--- src/rtl/coc_pkg.sv ---
package coc_pkg;
    // Byte addresses of the two halves on the serial management bus
    localparam logic [7:0] ADDR_LOW  = 8'h34;
    localparam logic [7:0] ADDR_HIGH = 8'h35;

    // Power-on value of the whole 16-bit register
    localparam logic [15:0] RESET_VALUE = 16'h0030;

    // Upper byte bit positions
    localparam int HI_HIGHZ     = 7;
    localparam int HI_SOFT_RST  = 6;
    localparam int HI_REMEASURE = 5;
    localparam int HI_BUS_SUP   = 4;
    localparam int HI_ICO       = 3;

    // Lower byte bit positions
    localparam int LO_CONS      = 6;
    localparam int LO_PIN_SEL   = 5;
    localparam int LO_CLAMP_HI  = 4;
    localparam int LO_CLAMP_LO  = 3;
    localparam int LO_LOW_RANGE = 2;
    localparam int LO_BATSW_OFF = 1;
    localparam int LO_PMON_SEL  = 0;

    // Value read back for an address this block does not own
    localparam logic [7:0] UNMAPPED_DATA = 8'h00;

    // Inductor average current clamp codes and their limits in amperes
    localparam logic [1:0] CLAMP_6A   = 2'h0;
    localparam logic [1:0] CLAMP_10A  = 2'h1;
    localparam logic [1:0] CLAMP_15A  = 2'h2;
    localparam logic [1:0] CLAMP_OFF  = 2'h3;
    localparam logic [4:0] AMPS_6     = 5'h06;
    localparam logic [4:0] AMPS_10    = 5'h0A;
    localparam logic [4:0] AMPS_15    = 5'h0F;
    localparam logic [4:0] AMPS_NONE  = 5'h00;

    // Single-cell minimum system voltage reloaded on soft reset, in mV
    localparam logic [11:0] MIN_SYS_1CELL_MV = 12'hE00;

    // Stored fields of the register
    typedef struct packed {
        logic       highz_mode_enable;
        logic       input_vreg_remeasure;
        logic       bus_supply_mode_enable;
        logic       input_current_optimizer_enable;
        logic       conservative_assist_enable;
        logic       shared_pin_function_select;
        logic [1:0] inductor_avg_current_clamp;
        logic       bus_supply_low_range;
        logic       battery_switch_off_in_highz;
        logic       power_monitor_bus_supply_select;
    } coc_fields_t;

    // Whole state of the control block
    typedef struct packed {
        coc_fields_t f;
        logic [7:0]  rdata;
        logic        rvalid;
        logic        highz;
        logic        regulator_on;
        logic        sys_from_battery;
        logic        battery_switch_on;
        logic        converter_enable;
        logic        regs_reset;
        logic        remeasure_start;
        logic        bus_supply_active;
        logic        assist_pin_enable;
        logic        optimizer_run;
        logic        conservative_assist;
        logic        low_range;
        logic        pmon_subtract_bus;
        logic [4:0]  clamp_amps;
        logic        clamp_disabled;
    } coc_state_t;
endpackage : coc_pkg

--- src/rtl/coc_clamp_decode.sv ---
`timescale 1ns/1ps
`default_nettype none
module coc_clamp_decode (
    input  wire logic [1:0] i_code,      // Clamp field code
    output logic      [4:0] o_amps,      // Clamp limit in amperes
    output logic            o_disabled   // Clamp switched off
);
    // Map the two-bit code onto its current limit
    always_comb begin
        o_disabled = 1'b0;
        case (i_code)
            coc_pkg::CLAMP_6A:  o_amps = coc_pkg::AMPS_6;
            coc_pkg::CLAMP_10A: o_amps = coc_pkg::AMPS_10;
            coc_pkg::CLAMP_15A: o_amps = coc_pkg::AMPS_15;
            default: begin
                o_amps     = coc_pkg::AMPS_NONE;
                o_disabled = 1'b1;
            end
        endcase
    end
endmodule : coc_clamp_decode
`default_nettype wire

--- src/rtl/coc_option_ctrl.sv ---
`timescale 1ns/1ps
`default_nettype none
module coc_option_ctrl (
    input  wire logic       i_ref_clk,          // System clock, 100 MHz
    input  wire logic       i_rst,              // Synchronous reset, active high
    input  wire logic [7:0] i_reg_addr,         // Byte address from the serial bus engine
    input  wire logic       i_reg_wr,           // Byte write strobe
    input  wire logic       i_reg_rd,           // Byte read strobe
    input  wire logic [7:0] i_reg_wdata,        // Byte write data
    input  wire logic       i_vbus_above_uvlo,  // Input supply above lockout
    input  wire logic       i_shared_pin,       // Shared bus supply / assist pin
    input  wire logic       i_remeasure_done,   // Threshold measurement finished
    output logic      [7:0] o_reg_rdata,        // Byte read data
    output logic            o_reg_rvalid,       // Read data valid, one cycle
    output logic            o_highz,            // High-impedance mode active
    output logic            o_regulator_on,     // Internal regulator enable
    output logic            o_sys_from_battery, // System powered from battery
    output logic            o_battery_switch_on,// Battery switch closed
    output logic            o_converter_enable, // Converter allowed to switch
    output logic            o_regs_reset,       // Soft reset pulse to other registers
    output logic            o_remeasure_start,  // Start threshold measurement pulse
    output logic            o_bus_supply_active,// Supplying bus from battery
    output logic            o_assist_pin_enable,// Pin requests voltage-assist mode
    output logic            o_optimizer_run,    // Input current optimizer running
    output logic            o_conservative_assist, // Conservative assist variant
    output logic            o_low_range,        // Bus supply low voltage range
    output logic            o_pmon_subtract_bus,// Monitor subtracts bus output power
    output logic      [4:0] o_clamp_amps,       // Inductor clamp limit in amperes
    output logic            o_clamp_disabled,   // Inductor clamp off
    output logic     [11:0] o_min_sys_reload_mv // Minimum system value for soft reset
);

    coc_pkg::coc_state_t  st;
    coc_pkg::coc_state_t  next_st;
    coc_pkg::coc_fields_t def_f;
    coc_pkg::coc_fields_t nf;
    logic [4:0]           clamp_amps;
    logic                 clamp_off;
    logic                 wr_hi;
    logic                 wr_lo;
    logic                 soft_rst;

    // Power-on field values, unpacked from the documented register value
    always_comb begin
        def_f.highz_mode_enable               = coc_pkg::RESET_VALUE[8 + coc_pkg::HI_HIGHZ];
        def_f.input_vreg_remeasure            = coc_pkg::RESET_VALUE[8 + coc_pkg::HI_REMEASURE];
        def_f.bus_supply_mode_enable          = coc_pkg::RESET_VALUE[8 + coc_pkg::HI_BUS_SUP];
        def_f.input_current_optimizer_enable  = coc_pkg::RESET_VALUE[8 + coc_pkg::HI_ICO];
        def_f.conservative_assist_enable      = coc_pkg::RESET_VALUE[coc_pkg::LO_CONS];
        def_f.shared_pin_function_select      = coc_pkg::RESET_VALUE[coc_pkg::LO_PIN_SEL];
        def_f.inductor_avg_current_clamp      =
            coc_pkg::RESET_VALUE[coc_pkg::LO_CLAMP_HI:coc_pkg::LO_CLAMP_LO];
        def_f.bus_supply_low_range            = coc_pkg::RESET_VALUE[coc_pkg::LO_LOW_RANGE];
        def_f.battery_switch_off_in_highz     = coc_pkg::RESET_VALUE[coc_pkg::LO_BATSW_OFF];
        def_f.power_monitor_bus_supply_select = coc_pkg::RESET_VALUE[coc_pkg::LO_PMON_SEL];
    end

    // Byte decode of the two addresses
    assign wr_hi    = i_reg_wr && (i_reg_addr == coc_pkg::ADDR_HIGH);
    assign wr_lo    = i_reg_wr && (i_reg_addr == coc_pkg::ADDR_LOW);
    assign soft_rst = wr_hi && i_reg_wdata[coc_pkg::HI_SOFT_RST];

    // Clamp decode feeds the registered clamp outputs
    coc_clamp_decode u_clamp (
        .i_code     (nf.inductor_avg_current_clamp),
        .o_amps     (clamp_amps),
        .o_disabled (clamp_off)
    );

    // Next-state logic: field writes, self-clearing bits, derived controls
    always_comb begin
        next_st = st;
        nf      = st.f;
        // Byte writes; reserved bits are simply not stored
        if (wr_hi) begin
            nf.highz_mode_enable              = i_reg_wdata[coc_pkg::HI_HIGHZ];
            nf.bus_supply_mode_enable         = i_reg_wdata[coc_pkg::HI_BUS_SUP];
            nf.input_current_optimizer_enable = i_reg_wdata[coc_pkg::HI_ICO];
        end
        if (wr_lo) begin
            nf.conservative_assist_enable      = i_reg_wdata[coc_pkg::LO_CONS];
            nf.shared_pin_function_select      = i_reg_wdata[coc_pkg::LO_PIN_SEL];
            nf.inductor_avg_current_clamp      =
                i_reg_wdata[coc_pkg::LO_CLAMP_HI:coc_pkg::LO_CLAMP_LO];
            nf.bus_supply_low_range            = i_reg_wdata[coc_pkg::LO_LOW_RANGE];
            nf.battery_switch_off_in_highz     = i_reg_wdata[coc_pkg::LO_BATSW_OFF];
            nf.power_monitor_bus_supply_select = i_reg_wdata[coc_pkg::LO_PMON_SEL];
        end
        // Re-measure: a fresh write of 1 beats the done clear in the same cycle
        if (i_remeasure_done) begin
            nf.input_vreg_remeasure = 1'b0;
        end
        if (wr_hi && i_reg_wdata[coc_pkg::HI_REMEASURE]) begin
            nf.input_vreg_remeasure = 1'b1;
        end
        // Soft reset overrides the whole byte pair, including a pending measurement
        if (soft_rst) begin
            nf = def_f;
        end
        next_st.f = nf;

        // Read path, one cycle latency; reserved bits and the soft reset bit read zero
        next_st.rvalid = i_reg_rd;
        next_st.rdata  = coc_pkg::UNMAPPED_DATA;
        if (i_reg_rd && (i_reg_addr == coc_pkg::ADDR_HIGH)) begin
            next_st.rdata = {st.f.highz_mode_enable, 1'b0,
                             st.f.input_vreg_remeasure,
                             st.f.bus_supply_mode_enable,
                             st.f.input_current_optimizer_enable, 3'h0};
        end else if (i_reg_rd && (i_reg_addr == coc_pkg::ADDR_LOW)) begin
            next_st.rdata = {1'b0,
                             st.f.conservative_assist_enable,
                             st.f.shared_pin_function_select,
                             st.f.inductor_avg_current_clamp,
                             st.f.bus_supply_low_range,
                             st.f.battery_switch_off_in_highz,
                             st.f.power_monitor_bus_supply_select};
        end

        // Derived controls follow the new field values in the same cycle
        next_st.highz             = nf.highz_mode_enable;
        next_st.regulator_on      = i_vbus_above_uvlo;
        next_st.sys_from_battery  = nf.highz_mode_enable;
        next_st.battery_switch_on = !(nf.highz_mode_enable &&
                                      nf.battery_switch_off_in_highz);
        // Converter idles in high-impedance mode and during a measurement
        next_st.converter_enable  = !nf.highz_mode_enable &&
                                    !nf.input_vreg_remeasure;
        next_st.regs_reset        = soft_rst;
        next_st.remeasure_start   = nf.input_vreg_remeasure &&
                                    !st.f.input_vreg_remeasure;
        next_st.bus_supply_active = nf.bus_supply_mode_enable &&
                                    nf.shared_pin_function_select &&
                                    i_shared_pin;
        next_st.assist_pin_enable = !nf.shared_pin_function_select &&
                                    i_shared_pin;
        next_st.optimizer_run     = nf.input_current_optimizer_enable;
        next_st.conservative_assist = nf.conservative_assist_enable;
        next_st.low_range         = nf.bus_supply_low_range;
        next_st.pmon_subtract_bus = next_st.bus_supply_active &&
                                    !nf.power_monitor_bus_supply_select;
        next_st.clamp_amps        = clamp_amps;
        next_st.clamp_disabled    = clamp_off;
    end

    // State register; reset loads constants only
    always_ff @(posedge i_ref_clk) begin
        if (i_rst) begin
            st                     <= '0;
            st.f                   <= def_f;
            st.regulator_on        <= 1'b0;
            st.battery_switch_on   <= 1'b1;
            st.converter_enable    <= 1'b1;
            st.clamp_amps          <= coc_pkg::AMPS_15;
        end else begin
            st <= next_st;
        end
    end

    // Outputs straight from the state register
    assign o_reg_rdata           = st.rdata;
    assign o_reg_rvalid          = st.rvalid;
    assign o_highz               = st.highz;
    assign o_regulator_on        = st.regulator_on;
    assign o_sys_from_battery    = st.sys_from_battery;
    assign o_battery_switch_on   = st.battery_switch_on;
    assign o_converter_enable    = st.converter_enable;
    assign o_regs_reset          = st.regs_reset;
    assign o_remeasure_start     = st.remeasure_start;
    assign o_bus_supply_active   = st.bus_supply_active;
    assign o_assist_pin_enable   = st.assist_pin_enable;
    assign o_optimizer_run       = st.optimizer_run;
    assign o_conservative_assist = st.conservative_assist;
    assign o_low_range           = st.low_range;
    assign o_pmon_subtract_bus   = st.pmon_subtract_bus;
    assign o_clamp_amps          = st.clamp_amps;
    assign o_clamp_disabled      = st.clamp_disabled;
    // Constant handed to the system-voltage register on soft reset
    assign o_min_sys_reload_mv   = coc_pkg::MIN_SYS_1CELL_MV;

    // First edge after any reset release shows the power-on register and an idle read port
    reset_value_a: assert property (@(posedge i_ref_clk)
        $fell(i_rst) |-> st.f == def_f && !o_reg_rvalid && o_battery_switch_on
        && o_converter_enable && o_clamp_amps == coc_pkg::AMPS_15 && !o_clamp_disabled)
        else $error("register does not hold its reset value after reset");

    // Mode bit reaches its output one cycle after the byte write
    highz_follows_a: assert property (@(posedge i_ref_clk) disable iff (i_rst)
        wr_hi && !soft_rst |=> o_highz == $past(i_reg_wdata[coc_pkg::HI_HIGHZ]))
        else $error("high-impedance output does not follow the written bit");

    // No switching while the device idles in high-impedance mode
    highz_converter_a: assert property (@(posedge i_ref_clk) disable iff (i_rst)
        o_highz |-> !o_converter_enable && o_sys_from_battery)
        else $error("converter active while in high-impedance mode");

    // One pulse per soft reset; a back-to-back second request may legally extend it
    soft_reset_a: assert property (@(posedge i_ref_clk) disable iff (i_rst)
        soft_rst |=> o_regs_reset && !o_highz && !o_optimizer_run && !o_low_range
        ##1 (!o_regs_reset || $past(soft_rst)))
        else $error("soft reset did not restore defaults for one pulse");

    // Converter stays off for as long as a measurement is pending
    remeasure_hold_a: assert property (@(posedge i_ref_clk) disable iff (i_rst)
        st.f.input_vreg_remeasure || o_remeasure_start |-> !o_converter_enable)
        else $error("converter running during threshold measurement");

    // Restart follows done directly; a write in that cycle may legally re-arm it
    remeasure_done_a: assert property (@(posedge i_ref_clk) disable iff (i_rst)
        i_remeasure_done && !wr_hi && !o_highz |=> o_converter_enable)
        else $error("converter did not restart after measurement");

    // Bus supply needs the enable bit, the pin function and the pin together
    bus_supply_gate_a: assert property (@(posedge i_ref_clk) disable iff (i_rst)
        o_bus_supply_active |-> $past(i_shared_pin) && o_assist_pin_enable == 1'b0
        && st.f.bus_supply_mode_enable && st.f.shared_pin_function_select)
        else $error("bus supply active without the pin");

    // Subtraction only makes sense while the bus is being supplied
    pmon_select_a: assert property (@(posedge i_ref_clk) disable iff (i_rst)
        o_pmon_subtract_bus |-> o_bus_supply_active)
        else $error("monitor subtracts bus power outside bus supply mode");

    // Battery switch may only open in high-impedance mode
    switch_highz_a: assert property (@(posedge i_ref_clk) disable iff (i_rst)
        !o_battery_switch_on |-> o_highz)
        else $error("battery switch off outside high-impedance mode");

    // A disabled clamp reports no limit
    clamp_code_a: assert property (@(posedge i_ref_clk) disable iff (i_rst)
        o_clamp_disabled |-> o_clamp_amps == coc_pkg::AMPS_NONE)
        else $error("disabled clamp still reports a limit");

    // Upper-byte reserved bits and the soft reset bit never read back as one
    reserved_zero_a: assert property (@(posedge i_ref_clk) disable iff (i_rst)
        i_reg_rd && i_reg_addr == coc_pkg::ADDR_HIGH |=> o_reg_rdata[2:0] == 3'h0
        && o_reg_rdata[coc_pkg::HI_SOFT_RST] == 1'b0)
        else $error("reserved or self-clearing bits read non-zero");

    // Regulator tracks the lockout input one cycle late, whatever the mode
    regulator_follow_a: assert property (@(posedge i_ref_clk) disable iff (i_rst)
        !$past(i_rst) |-> o_regulator_on == $past(i_vbus_above_uvlo))
        else $error("regulator does not follow the input lockout");

    // Optimizer runs exactly as the last upper-byte write asked
    optimizer_follow_a: assert property (@(posedge i_ref_clk) disable iff (i_rst)
        wr_hi && !soft_rst |=> o_optimizer_run == $past(i_reg_wdata[coc_pkg::HI_ICO]))
        else $error("optimizer output does not follow its enable bit");

    // Conservative assist variant follows its lower-byte bit
    conservative_follow_a: assert property (@(posedge i_ref_clk) disable iff (i_rst)
        wr_lo |=> o_conservative_assist == $past(i_reg_wdata[coc_pkg::LO_CONS]))
        else $error("conservative assist does not follow its bit");

    // Output range select follows its lower-byte bit
    range_follow_a: assert property (@(posedge i_ref_clk) disable iff (i_rst)
        wr_lo |=> o_low_range == $past(i_reg_wdata[coc_pkg::LO_LOW_RANGE]))
        else $error("bus supply range does not follow its bit");

    // Pin drives assist mode only when the pin function says so
    assist_pin_a: assert property (@(posedge i_ref_clk) disable iff (i_rst)
        o_assist_pin_enable |-> $past(i_shared_pin) && !st.f.shared_pin_function_select)
        else $error("assist request without the pin or with the wrong pin function");

    // A fresh re-measure write starts a measurement and stops the converter
    remeasure_set_a: assert property (@(posedge i_ref_clk) disable iff (i_rst)
        wr_hi && i_reg_wdata[coc_pkg::HI_REMEASURE] && !soft_rst && !st.f.input_vreg_remeasure
        |=> o_remeasure_start && !o_converter_enable)
        else $error("re-measure write did not start a measurement");

    // Middle clamp code maps onto its own limit
    clamp_ten_a: assert property (@(posedge i_ref_clk) disable iff (i_rst)
        wr_lo && i_reg_wdata[coc_pkg::LO_CLAMP_HI:coc_pkg::LO_CLAMP_LO] == coc_pkg::CLAMP_10A
        |=> o_clamp_amps == coc_pkg::AMPS_10 && !o_clamp_disabled)
        else $error("clamp code for ten amperes decoded wrongly");

    // Foreign addresses answer with a plain zero byte so the engine never stalls
    unmapped_read_a: assert property (@(posedge i_ref_clk) disable iff (i_rst)
        i_reg_rd && i_reg_addr != coc_pkg::ADDR_HIGH && i_reg_addr != coc_pkg::ADDR_LOW
        |=> o_reg_rvalid && o_reg_rdata == coc_pkg::UNMAPPED_DATA)
        else $error("unmapped read did not return zero");

    // Default monitor setting subtracts the supplied bus power
    pmon_subtract_a: assert property (@(posedge i_ref_clk) disable iff (i_rst)
        o_bus_supply_active && !st.f.power_monitor_bus_supply_select |-> o_pmon_subtract_bus)
        else $error("monitor does not subtract bus power in bus supply mode");

    // Switch-off bit opens the battery switch during high-impedance mode
    switch_off_a: assert property (@(posedge i_ref_clk) disable iff (i_rst)
        o_highz && st.f.battery_switch_off_in_highz |-> !o_battery_switch_on)
        else $error("battery switch closed although asked open in high-impedance mode");

endmodule : coc_option_ctrl
`default_nettype wire

--- config.mk ---
export PLATFORM = sky130hd
export DESIGN_NAME = coc_option_ctrl
export DESIGN_NICKNAME = d
export VERILOG_FILES = /design/src/rtl/coc_pkg.sv /design/src/rtl/coc_clamp_decode.sv /design/src/rtl/coc_option_ctrl.sv
export SDC_FILE = /design/constraint.sdc
export NUM_CORES = 1
export LEC_CHECK = 0
export ABC_AREA = 1
export BUFFER_PORTS_ARGS = -buffer_cell sky130_fd_sc_hd__buf_2
export CAP_MARGIN = 20
export CELL_PAD_IN_SITES_DETAIL_PLACEMENT = 0
export CELL_PAD_IN_SITES_GLOBAL_PLACEMENT = 1
export CORE_MARGIN = 1.5
export CORE_UTILIZATION = 30
export CTS_CLUSTER_SIZE = 20
export DETAILED_ROUTE_END_ITERATION = 16
export PLACE_DENSITY_LB_ADDON = 0.1
export REMOVE_ABC_BUFFERS = 1
export SYNTH_ARGS = -nofsm -noshare
export SYNTH_HDL_FRONTEND = slang
export SYNTH_HIERARCHICAL = 1
export SYNTH_SLANG_ARGS = --single-unit
--- constraint.sdc ---
create_clock -name i_ref_clk -period 3.4 [get_ports i_ref_clk]
set_input_delay 0.34 -clock i_ref_clk [delete_from_list [all_inputs] [get_ports i_ref_clk]]
set_output_delay 0.34 -clock i_ref_clk [all_outputs]
set_load 0.005 [all_outputs]
Word-level counts from Yosys, hierarchy flattened:

Cells that the tools add are included.
Widths: inputs -> output; s select.

* register bits after elaboration: 34
* bits in latches: 0
* memory bits (writable): 0
* memory bits (read-only): 0
* input bits: 23
* output and inout port bits: 40
* memories: 0

* $add $sub $neg: 0
* multiply operators: 0
* divide/modulo/power cells: 0
* magnitude comparators: 0
* equal/unequal tests: 4
* shift operators: 0
* muxes and demuxes: 10
* bitwise gates (word level): 1
* reduce and logical (&&, ||, !) cells: 23

Operators by type and width (number)
* $eq 8x6->1 const B: 2
* $mux 7: 2
* $logic_and 1x1->1: 13
* $pmux 4 s3: 1
* $mux 11: 1
* $mux 8: 1
* $logic_not 1->1: 6
* $reduce_or 3->1: 2
* $mux 1: 4
* $eq 2x1->1 const B: 1
* $eq 2x2->1 const B: 1
* $logic_not 2->1: 1
* $mux 2: 1
* $reduce_or 2->1: 1
* $not 1->1: 1

Logic depth before layout (Yosys ltp):

Gate-level depths: netlist of run 1.

* depth after elaboration: 8
* depth in mapped cells: 13
* gate-level depth less buffers: 13

By module:

Netlist of run 1, hierarchy kept.

By module, submodules not included
* coc_option_ctrl: instances 1, cells each 179, area each 1448.9 um^2, seq. area each 680.7 um^2
* coc_clamp_decode: instances 1, cells each 11, area each 80.1 um^2, seq. area each 0.0 um^2

Least setup slack after synthesis of run 1:

Ideal clock, no wire load.

* kind: in2reg
* start: input port i_reg_addr[7]
* end: register st (netlist bit o_clamp_amps[2])
* setup time: 0.123 ns
* data arrival time: 1.650 ns
* required time: 3.277 ns
* path slack: 1.627 ns
* stages: 12
* cells stage by stage: nor2_1 > nand2_2 > nor2_4 > nand2_4 > nand2_1 > o211ai_1 > inv_1 > inv_1 > ha_1 > nor2_1 > nor2_1 > or2_2

RTL lines
* start, declared: line coc_option_ctrl.sv:6 `input wire logic [7:0] i_reg_addr,`
* end signal, assigned: line coc_option_ctrl.sv:156 `st <= next_st;`
* end, declared: line coc_option_ctrl.sv:33 `coc_pkg::coc_state_t st;`

==> reports/qor.yml, run 1 <==
sta:
  max_freq_ghz: 0.555
  rsz0062_at_grt: "false"
  final-setup-viol-count: 0
  clock_skew_ns: 0.0104
  hold_violations: 0
  worst_slack_ns: 1.60
  tns_ns: 0
  slew_viol_final: 0
  fin_crit_sh: 0.530
  min_period_ns: 1.80
clock_network:
  numCtsBuffers: 5
  tritoncts: "done"
  clock-sinks: 34
  clk_pin_slew_ns: 0.08
  htree_num_levels: 2
  cts_resized: 0
  root_buffer: "clkbuf_8"
  cts_setup_buffers: 0
  worstSkewPairLatency_ns: 0.29
  hold_buffers: 0
  clockBufferDepth: 2
job:
  max-cap-violations: 0
critical_path:
  critPathCaptureType: "flip-flop"
  cp.arrival_ns: 1.98
  startpoint_type: "input port"
  crit_required_ns: 3.58
  crit_fanout: 9
  crit_type: "in -> reg"
outcome:
  status: "finished clean"
synth:
  avgSynthCellArea_sq_um: 8.05
  yosysSeqAreaShare: 0.445
  syn_inst: 190
  synth_cell_types: 25
  synth_warnings: 6
  syn_area_sq_mm: 0.00153
  ys_ff_latch: 34
pwr:
  power-per-cell-area_mw_per_mm2: 486
  ir_worst_vdd_v: 0.000201
  finalPower_uw: 887
  p_leak_nw: 0.923
die:
  pin_count: 63
  dieWidth_um: 74.4
  coreArea_sq_mm: 0.00482
  die_y_um: 74.4
  die_area_sq_mm: 0.00553
  initial_core_util: 0.317
  row_count: 25
global_routing:
  met3_usage: 0.0447
  grt_usage: 0.124
  met1_usage: 0.142
  top_usage_layer: "met2"
  grt_pass1_wl_um: 5110
  antenna_found_initial: 0
  grt_util_met2: 0.210
  grt_start_max_net_pins: 16
  gr-total-overflow: 0
  grt_pass1_vias: 1156
placement:
  dp_slack_ns: 1.33
  gp_congestion: 0.729
  dp_hpwl_um: 2320
  portBuffers: 50
  post-place-cells: 288
detailed_routing:
  wirelength_um: 3030
  vias_per_cell: 3.93
  vias: 1162
  drt-initial-drc-count: 27
  remaining_drc_errors: 0
  wl_per_cell_um: 10.3
  drtAntennaViolNets: 0
  drt-pass1-iter-count: 4
final_layout:
  syn_to_final_growth_pct: 19.3
  drive_gt1_frac: 0.345
  nets: 255
  post-route-util: 0.379
  fin_cells: 296
  antenna-diode-count: 0
hold_path:
  hold_class: "in -> reg"
-- cell usage in the layout, fill, tap and decap left out --
cell type,instances
a21oi_1,4
buf_2,50
bufinv_16,2
clkbuf_8,5
clkinv_1,1
clkinv_4,1
conb_1,13
dfxtp_1,34
ha_1,4
inv_1,28
inv_2,3
nand2_1,25
nand2_2,5
nand2_4,1
nand3_1,9
nand3_2,1
nand4_1,4
nand4_4,1
nor2_1,23
nor2_2,1
nor2_4,3
nor3_1,1
o211ai_1,1
o21ai_0,2
o21ai_2,1
o22ai_1,1
or2_2,5
-- sequential cells by signal, summed over array words and instances, names as in the netlist --
register               count
o_converter_enable         1
o_clamp_amps               5
o_sys_from_battery         1
o_pmon_subtract_bus        1
o_remeasure_start          1
o_reg_rdata                8
o_clamp_disabled           1
o_regulator_on             1
o_assist_pin_enable        1
o_regs_reset               1
o_battery_switch_on        1
o_reg_rvalid               1
o_low_range                1
o_conservative_assist      1
st                         7
o_optimizer_run            1
o_bus_supply_active        1
-- critical path: stages --
cell,delay [ns]
buf_2,0.11
nor2_1,0.12
nand2_2,0.08
nor2_4,0.21
nand2_4,0.14
nand2_1,0.08
o211ai_1,0.11
inv_1,0.11
inv_1,0.08
ha_1,0.20
nor2_1,0.10
nor2_1,0.04
or2_2,0.26
-- report_power, final --
| group | leakage, nW | internal (mW) | switching [mW] |
|---|---|---|---|
| Combinational | 0.579 | 0.0152 | 0.0256 |
| Clock | 0.0683 | 0.294 | 0.151 |
| Sequential | 0.275 | 0.400 | 0.000516 |
-- area by class of cell --
cell class | instances | area, sq um
well taps | 67 | 83.8
repair buffers | 50 | 250
flip-flops and latches | 34 | 681
clock inverters | 3 | 68.8
clock buffers | 5 | 68.8
fillers | 522 | 2990
multi-input cells | 105 | 552
inverters | 32 | 120
-- cells in the mapped netlist --
| library cell | count | share of area |
|---|---|---|
| nand2_2 | 5 | 0.020 |
| conb_1 | 3 | 0.0074 |
| dfxtp_1 | 34 | 0.45 |
| nor2_1 | 23 | 0.056 |
| nand2_4 | 1 | 0.0074 |
| nand3_1 | 9 | 0.029 |
| buf_4 | 28 | 0.14 |
| nand3_2 | 1 | 0.0065 |
| o21ai_2 | 1 | 0.0057 |
| clkinv_1 | 1 | 0.0025 |
| nand4_4 | 1 | 0.014 |
| nor3_1 | 1 | 0.0033 |
| nor2_4 | 3 | 0.022 |
| clkbuf_1 | 1 | 0.0025 |
| ha_1 | 4 | 0.033 |
| nand4_1 | 4 | 0.016 |
| o22ai_1 | 1 | 0.0041 |
| or2_2 | 5 | 0.020 |
| o21ai_0 | 2 | 0.0065 |
| nor2_2 | 1 | 0.0041 |
| inv_1 | 28 | 0.069 |
| a21oi_1 | 4 | 0.013 |
| o211ai_1 | 1 | 0.0049 |
| inv_2 | 3 | 0.0074 |
| nand2_1 | 25 | 0.061 |
-- cells by family (layout without fill, tap and decap cells) --
logic type,Yosys count,count (layout),synth area share
simple gates,79,79,0.262
buf+inv,61,90,0.218
flops,34,34,0.445
compound gates,9,9,0.0344
fa+ha+maj,4,4,0.0327
other cells,3,13,0.00736
-- metal layers --
layer  share of wire  routed length (um)
met5               0                   0
met4          0.0089                  27
met3           0.070                 213
met2            0.47                1440
met1            0.45                1360
-- path summary, 6_finish.rpt --
path / from / to / slack [ns] / cells past startpoint
min: i_vbus_above_uvlo / o_regulator_on$_SDFF_PP0_ / 0.25 / 3
max reg2reg: st[31]$_SDFF_PP0_ / o_clamp_amps[2]$_SDFF_PP1_ / 1.97 / 9
min reg2reg: st[37]$_SDFF_PP0_ / o_remeasure_start$_SDFF_PP0_ / 0.42 / 1
max: i_reg_addr[7] / o_clamp_amps[2]$_SDFF_PP1_ / 1.60 / 13
-- per-stage QoR --
step	area (sq um)	hold slack (ns)
global route	1820	0.257
finish	1820	0.246
CTS	1820	0.238
global placement	1690	0.405
floorplan	1350	0.391
detailed placement	1690	0.415
Power figures use the tool's default switching activity.
==> run 2: changes to the inputs <==
- ABC_AREA: 1 -> 0
- clock period: 3.4 -> 1.8 ns (I/O delays scaled with it)
==> run 2 against run 1 <==
  * Utilization grew 1.9 points
  * Cell count shrank 1.4%
  * Critical path type unchanged
  * Die area grew 5.1%
  * Global-route usage grew 1.8 points
  * Via count grew 15%
  * Setup slack lost 1.5 ns
  * Clock skew shrank 0.0066 ns
  * Register-to-register slack lost 1.8 ns
  * Area after synthesis grew 5.3%
  * Non-clock buffer count grew 20
  * Combinational power grew to 3.2 times the previous value
==> reports/qor.yml, run 2 <==
sta:
  clock_skew_ns: 0.00377  # was 0.0104 ns
  rsz0062_at_grt: "false"  # unchanged
  fin_crit_sh: 0.960
  min_period_ns: 1.73
  hold_violations: 0  # unchanged
  max_freq_ghz: 0.579
  slew_viol_final: 0  # unchanged
  holdWs_ns: 0.114  # was 0.246 ns
  final-setup-viol-count: 0  # unchanged
synth:
  synth_warnings: 6  # unchanged
  yosysSeqAreaShare: 0.423  # was 0.445
  synth_edf_count: 0  # unchanged
  synthFlopType: "dfxtp_1"  # unchanged
  yosys.area.top_type: "dfxtp_1"  # unchanged
  async_flop_share: 0  # unchanged
  synth_top_area_frac: 0.423  # was 0.445
  synth_cell_types: 35  # was 25
  synth.area.top_cells: "dfxtp_1 42%, buf_4 13%, o31ai_1 5.1%, nand4b_1 4.4%, ha_1 3.1%"  # was dfxtp_1 45%, buf_4 14%, inv_1 6.9%, nand2_1 6.1%, nor2_1 5.6%
  synth_most_common_cell: "dfxtp_1"  # unchanged
  ys_ff_latch: 34  # unchanged
  avgSynthCellArea_sq_um: 9.47  # was 8.05 sq um
  synthTopCellsByCount: "34 x dfxtp_1, 27 x buf_4, 11 x o31ai_1, 9 x a21oi_1"  # was 34 x dfxtp_1, 28 x buf_4, 28 x inv_1, 25 x nand2_1, 23 x nor2_1
  syn_area_sq_mm: 0.00161  # was 0.00153 sq mm
  syn_inst: 170  # was 190
clock_network:
  clockBufferDepth: 2  # unchanged
  clock-sinks: 34  # unchanged
  worstSkewPairLatency_ns: 0.28  # was 0.29 ns
  htree_num_levels: 2  # unchanged
  root_buffer: "clkbuf_8"  # unchanged
  numCtsBuffers: 5  # unchanged
  tritoncts: "done"  # unchanged
  clk_pin_slew_ns: 0.06  # was 0.08 ns
critical_path:
  critPathCaptureType: "flip-flop"  # unchanged
  crit_chain: "buf_2 > buf_4 > nor4b_4 > nand4b_1 > a21boi_1 > inv_1 > buf_4 > ha_1 > o21ba_1 > or2_2"  # was buf_2 > nor2_1 > nand2_2 > nor2_4 > nand2_4 > nand2_1 > o211ai_1 > inv_1 > inv_1 > ha_1 > nor2_1 > nor2_1 > or2_2
  crit_required_ns: 1.97  # was 3.58 ns
  rr_worst_depth: 7  # was 9
  r2r_end: "o_clamp_amps[2]$_SDFF_PP1_"  # unchanged
  reg2reg_slack_ns: 0.19  # was 1.97 ns
  path_delay_family: "simple AND/OR/NAND/NOR gates"  # unchanged
  cp_slowest_cell: "nor4b_4"  # was or2_2
  startpoint_type: "input port"  # unchanged
  reg2reg_from: "st[31]$_SDFF_PP0_"  # unchanged
  cpPeakStageDelay_ns: 0.26  # about the same
  crit_fanout: 2  # was 9
  crit_type: "in -> reg"  # unchanged
  cp_common_cell: "buf_4"  # was nor2_1
  crit_buf_inv: 4  # was 3
  cp.arrival_ns: 1.89  # was 1.98 ns
detailed_routing:
  drtAntennaViolNets: 0  # unchanged
  wirelength_um: 3920  # was 3030 um
  vias: 1332  # was 1162
  drt-initial-drc-count: 58  # was 27
  vias_per_cell: 4.56  # was 3.93
  drt-pass1-iter-count: 4  # unchanged
  wl_per_cell_um: 13.4  # was 10.3 um
  remaining_drc_errors: 0  # unchanged
placement:
  gp_congestion: 0.817  # was 0.729
  dp_hpwl_um: 3070  # was 2320 um
  portBuffers: 50  # unchanged
die:
  die_area_sq_mm: 0.00582  # was 0.00553 sq mm
  dieWidth_um: 76.3  # was 74.4 um
  initial_core_util: 0.313  # was 0.317
  pin_count: 63  # unchanged
  die_y_um: 76.3  # was 74.4 um
  coreArea_sq_mm: 0.00514  # was 0.00482 sq mm
  row_count: 26  # was 25
global_routing:
  grt_pass1_wl_um: 6600  # was 5110 um
  grt_pass1_vias: 1306  # was 1156
  gr-total-overflow: 0  # unchanged
  grt_start_max_net_pins: 20  # was 16
  grt_usage: 0.142  # was 0.124
  antenna_found_initial: 0  # unchanged
final_layout:
  post-route-util: 0.398  # was 0.379
  drive_gt1_frac: 0.392  # was 0.345
  antenna-diode-count: 0  # unchanged
  largest_register_ffs: 8  # unchanged
  syn_to_final_growth_pct: 27.0  # was 19.3%
  final_common_cell: "buf_2"  # unchanged
  fillCellCount: 579  # was 522
  nets: 248  # was 255
  final_cell_mix: "50 x buf_2, 34 x dfxtp_1, 20 x buf_4, 13 x conb_1"  # was 50 x buf_2, 34 x dfxtp_1, 28 x inv_1, 25 x nand2_1, 23 x nor2_1
job:
  max-cap-violations: 0  # unchanged
hold_path:
  min_to: "o_regulator_on$_SDFF_PP0_"  # unchanged
  min_from: "i_vbus_above_uvlo"  # unchanged
  hold_class: "in -> reg"  # unchanged
  hold_path_depth: 2  # was 3
pwr:
  p_leak_nw: 0.887  # was 0.923 nW
  power-per-cell-area_mw_per_mm2: 749  # was 486 mW/mm^2
  ir_worst_vdd_v: 0.000272  # was 0.000201 V
outcome:
  status: "finished clean"  # unchanged
-- run 2: routing by layer --
| layer | wire (um) | global-route usage |
|---|---|---|
| met1 | 1820 | 0.182 |
| met2 | 1750 | 0.227 |
| met3 | 306 | 0.0479 |
| met4 | 39 | 0.0389 |
| met5 | 0 | 0 |
-- run 2: how the worst max path moves through the flow --
stage	start	to	cells after the start
2_1_floorplan	i_reg_addr[7]	o_clamp_amps[2]$_SDFF_PP1_	7
3_3_place_gp	i_reg_addr[7]	o_clamp_amps[2]$_SDFF_PP1_	7
3_5_place_dp	i_reg_addr[7]	o_clamp_amps[2]$_SDFF_PP1_	7
4_1_cts	i_reg_addr[1]	o_clamp_amps[2]$_SDFF_PP1_	10
5_1_grt	i_reg_addr[1]	o_clamp_amps[2]$_SDFF_PP1_	10
6_report	i_reg_addr[1]	o_clamp_amps[2]$_SDFF_PP1_	10
-- run 2: final cells by class --
class | count | area [sq um] | share of cell area
Tap cell | 70 | 87.6 | 0.0428
Inverter | 5 | 18.8 | 0.00918
Multi-Input combinational cell | 105 | 747 | 0.365
Sequential cell | 34 | 681 | 0.333
Timing Repair Buffer | 70 | 400 | 0.196
Clock buffer | 8 | 110 | 0.0539
-- run 2: stage by stage --
step | std cells | power, mW | setup TNS, ns | worst slack, ns | cell area [sq um]
final | 292 | 1.53 | 0 | 0.0715 | 2040
after global routing | 292 | 1.60 | 0 | 0.00476 | 2040
after CTS | 292 | 1.55 | 0 | 0.00794 | 2030
after detailed placement | 284 | 0.899 | -1.57 | -0.443 | 1900
after global placement | 284 | 0.896 | -1.27 | -0.372 | 1900
after floorplan | 144 | 0.815 | -1.26 | -0.404 | 1410
-- run 2: where the power goes --
part	total, mW	switching, mW	internal [mW]
clock	0.645	0.259	0.386
sequential	0.757	0.000987	0.756
combinational	0.130	0.0725	0.0573
-- run 2: logic make-up after synthesis --
group                      count (synthesis)  synth area share
adders and majority gates                  4            0.0311
and+or+nand+nor                           55             0.226
DFF                                       34             0.423
muxes                                      3            0.0186
other                                      3           0.00699
AOI/OAI and AO/OA                         30             0.135
buffers and inverters                     41             0.159
-- run 2: timing repair --
item                       in CTS  in global routing
pin swaps                       1                  0
gates resized for setup         4                  2
hold buffers                    0                  0
setup endpoints to repair       2                  1
buffers inserted                0                  0
==> run 3: changes to the inputs <==
- CELL_PAD_IN_SITES_DETAIL_PLACEMENT: 0 -> 2
- CELL_PAD_IN_SITES_GLOBAL_PLACEMENT: 1 -> 2
- CORE_UTILIZATION: 30 -> 28
==> run 3 against run 2 <==
  * Critical path depth down 3
  * Fmax down 3.1%
  * Die area up 6.9%
  * Clock power down 9.9%
  * Critical path type unchanged
  * Highest routed layer unchanged
==> reports/qor.yml, run 3 (synthesis gave the netlist of run 2 again) <==
sta:
  holdWs_ns: 0.115  # was 0.114 ns
  final-setup-viol-count: 0  # unchanged
  max_freq_ghz: 0.561  # was 0.579 GHz
  tns_ns: 0  # unchanged
  slew_viol_final: 0  # unchanged
  rsz0062_at_grt: "true"  # was false
  fin_crit_sh: 0.991  # was 0.960
  hold_violations: 0  # unchanged
  min_period_ns: 1.78  # was 1.73 ns
  worst_slack_ns: 0.0165  # was 0.0715 ns
  clock_skew_ns: 0.00746  # was 0.00377 ns
critical_path:
  crit_required_ns: 1.98  # was 1.97 ns
  endpoint: "o_clamp_amps[2]$_SDFF_PP1_"  # unchanged
  crit_type: "in -> reg"  # unchanged
  rr_worst_depth: 7  # unchanged
  startpoint_type: "input port"  # unchanged
  r2r_end: "o_clamp_amps[2]$_SDFF_PP1_"  # unchanged
  reg2reg_from: "st[31]$_SDFF_PP0_"  # unchanged
  reg2reg_slack_ns: 0.27  # was 0.19 ns
  crit_fanout: 3  # was 2
  cp-startpoint: "i_reg_addr[6]"  # was i_reg_addr[1]
  critPathCaptureType: "flip-flop"  # unchanged
  cp.arrival_ns: 1.96  # was 1.89 ns
global_routing:
  grt_start_max_net_pins: 22  # was 20
  antenna_found_initial: 0  # unchanged
  gr-total-overflow: 0  # unchanged
  grt_usage: 0.180  # was 0.142
  grt_pass1_vias: 1593  # was 1306
  grt_pass1_wl_um: 8490  # was 6600 um
detailed_routing:
  drt-pass1-iter-count: 4  # unchanged
  dr.max_layer_used: "met4"  # unchanged
  drt-initial-drc-count: 47  # was 58
  vias: 1444  # was 1332
  dr_wl_met3_um: 219  # was 306 um
  vias_per_cell: 4.66  # was 4.56
  drtAntennaViolNets: 0  # unchanged
  wl_met1_um: 2120  # was 1820 um
  wirelength_um: 5160  # was 3920 um
  wl_per_cell_um: 16.6  # was 13.4 um
  wl_met2_um: 2790  # was 1750 um
  remaining_drc_errors: 0  # unchanged
pwr:
  p_switching_uw: 352  # was 332 uW
  pwr-share-seq: 0.512  # was 0.494
  p_leak_nw: 0.963  # was 0.887 nW
  swShare: 0.238  # was 0.217
  clkPwrFrac: 0.393  # was 0.421
  internal-power_mw: 1.13  # was 1.20 mW
  finalPower_mw: 1.48  # was 1.53 mW
  ir_worst_vdd_v: 0.000276  # was 0.000272 V
  pwr-share-comb: 0.096  # was 0.085
  power-per-cell-area_mw_per_mm2: 663  # was 749 mW/mm^2
clock_network:
  clockBufferDepth: 2  # unchanged
  worstSkewPairLatency_ns: 0.28  # about the same
  tritoncts: "done"  # unchanged
  clock-sinks: 34  # unchanged
  hold_buffers: 0  # unchanged
  clk_pin_slew_ns: 0.07  # was 0.06 ns
  htree_num_levels: 2  # unchanged
  numCtsBuffers: 5  # unchanged
  root_buffer: "clkbuf_8"  # unchanged
final_layout:
  fin_cells: 310  # was 292
  register_area_sq_um: 681  # unchanged
  largest_register_ffs: 8  # unchanged
  multi_input_area_sq_um: 806  # was 747 sq um
  nets: 264  # was 248
  syn_to_final_growth_pct: 38.6  # was 27.0%
  antenna-diode-count: 0  # unchanged
  post-route-util: 0.403  # was 0.398
  final_cell_mix: "49 x buf_2, 34 x dfxtp_1, 31 x buf_4, 13 x conb_1, 9 x o31ai_1"  # was 50 x buf_2, 34 x dfxtp_1, 20 x buf_4, 13 x conb_1
  drive_gt1_frac: 0.466  # was 0.392
  stdcell_area_sq_mm: 0.00223  # was 0.00204 sq mm
  final_common_cell: "buf_2"  # unchanged
  fillCellCount: 641  # was 579
die:
  initial_core_util: 0.291  # was 0.313
  dieWidth_um: 78.8  # was 76.3 um
  row_count: 27  # was 26
  pin_count: 63  # unchanged
  die_area_sq_mm: 0.00621  # was 0.00582 sq mm
  coreArea_sq_mm: 0.00554  # was 0.00514 sq mm
  die_y_um: 78.8  # was 76.3 um
placement:
  dp_hpwl_um: 3900  # was 3070 um
  dp_slack_ns: -0.472  # was -0.443 ns
  portBuffers: 50  # unchanged
  post-place-cells: 291  # was 284
  placed_cell_area_sq_mm: 0.00194  # was 0.00190 sq mm
  gp_congestion: 0.761  # was 0.817
outcome:
  status: "finished clean"  # unchanged
hold_path:
  hold_class: "in -> reg"  # unchanged
job:
  max-cap-violations: 0  # unchanged
[run 3: layer usage]
layer | GRT usage | vias up
met3 | 0.0356 | 4
met4 | 0.0316 | 0
li1 | - | 701
met2 | 0.356 | 46
met5 | 0 | -
met1 | 0.198 | 693
[run 3: power groups by stage]
| stage | Combinational, mW | Sequential [mW] | Clock [mW] |
|---|---|---|---|
| finish | 0.141 | 0.757 | 0.581 |
| global route | 0.155 | 0.757 | 0.640 |
| CTS | 0.136 | 0.757 | 0.592 |
| detailed placement | 0.129 | 0.775 | 0 |
| global placement | 0.125 | 0.774 | 0 |
| floorplan | 0.0400 | 0.775 | 0 |
[run 3: layout make-up]
cell class | count | share of cell area
clock buffers | 7 | 0.0387
flip-flops and latches | 34 | 0.305
clock inverters | 1 | 0.00224
inverters | 5 | 0.00841
well taps | 72 | 0.0404
repair buffers | 86 | 0.244
multi-input cells | 105 | 0.361
[run 3: worst min-delay path by stage]
stage / from / depth (start not counted) / endpoint
2_1_floorplan: i_rst / 1 / o_sys_from_battery$_SDFF_PP0_
6_report: i_vbus_above_uvlo / 2 / o_regulator_on$_SDFF_PP0_
3_5_place_dp: i_vbus_above_uvlo / 2 / o_regulator_on$_SDFF_PP0_
5_1_grt: i_rst / 2 / o_reg_rvalid$_SDFF_PP0_
3_3_place_gp: i_vbus_above_uvlo / 2 / o_regulator_on$_SDFF_PP0_
4_1_cts: i_vbus_above_uvlo / 2 / o_regulator_on$_SDFF_PP0_
[run 3: critical path: stages]
cell and delay [ns]:
buf_2 0.12, or4b_4 0.55, o31ai_2 0.33, nand3_2 0.18, ha_4 0.20, o21ba_4 0.19, or2_4 0.21
[run 3: timing repair]
action / CTS / global route
buffers inserted: 11 / 2
gates resized for setup: 13 / 13
pin swaps: 5 / 7
endpoints found under the hold margin: 0 / 0
endpoints found under the setup margin: 5 / 5
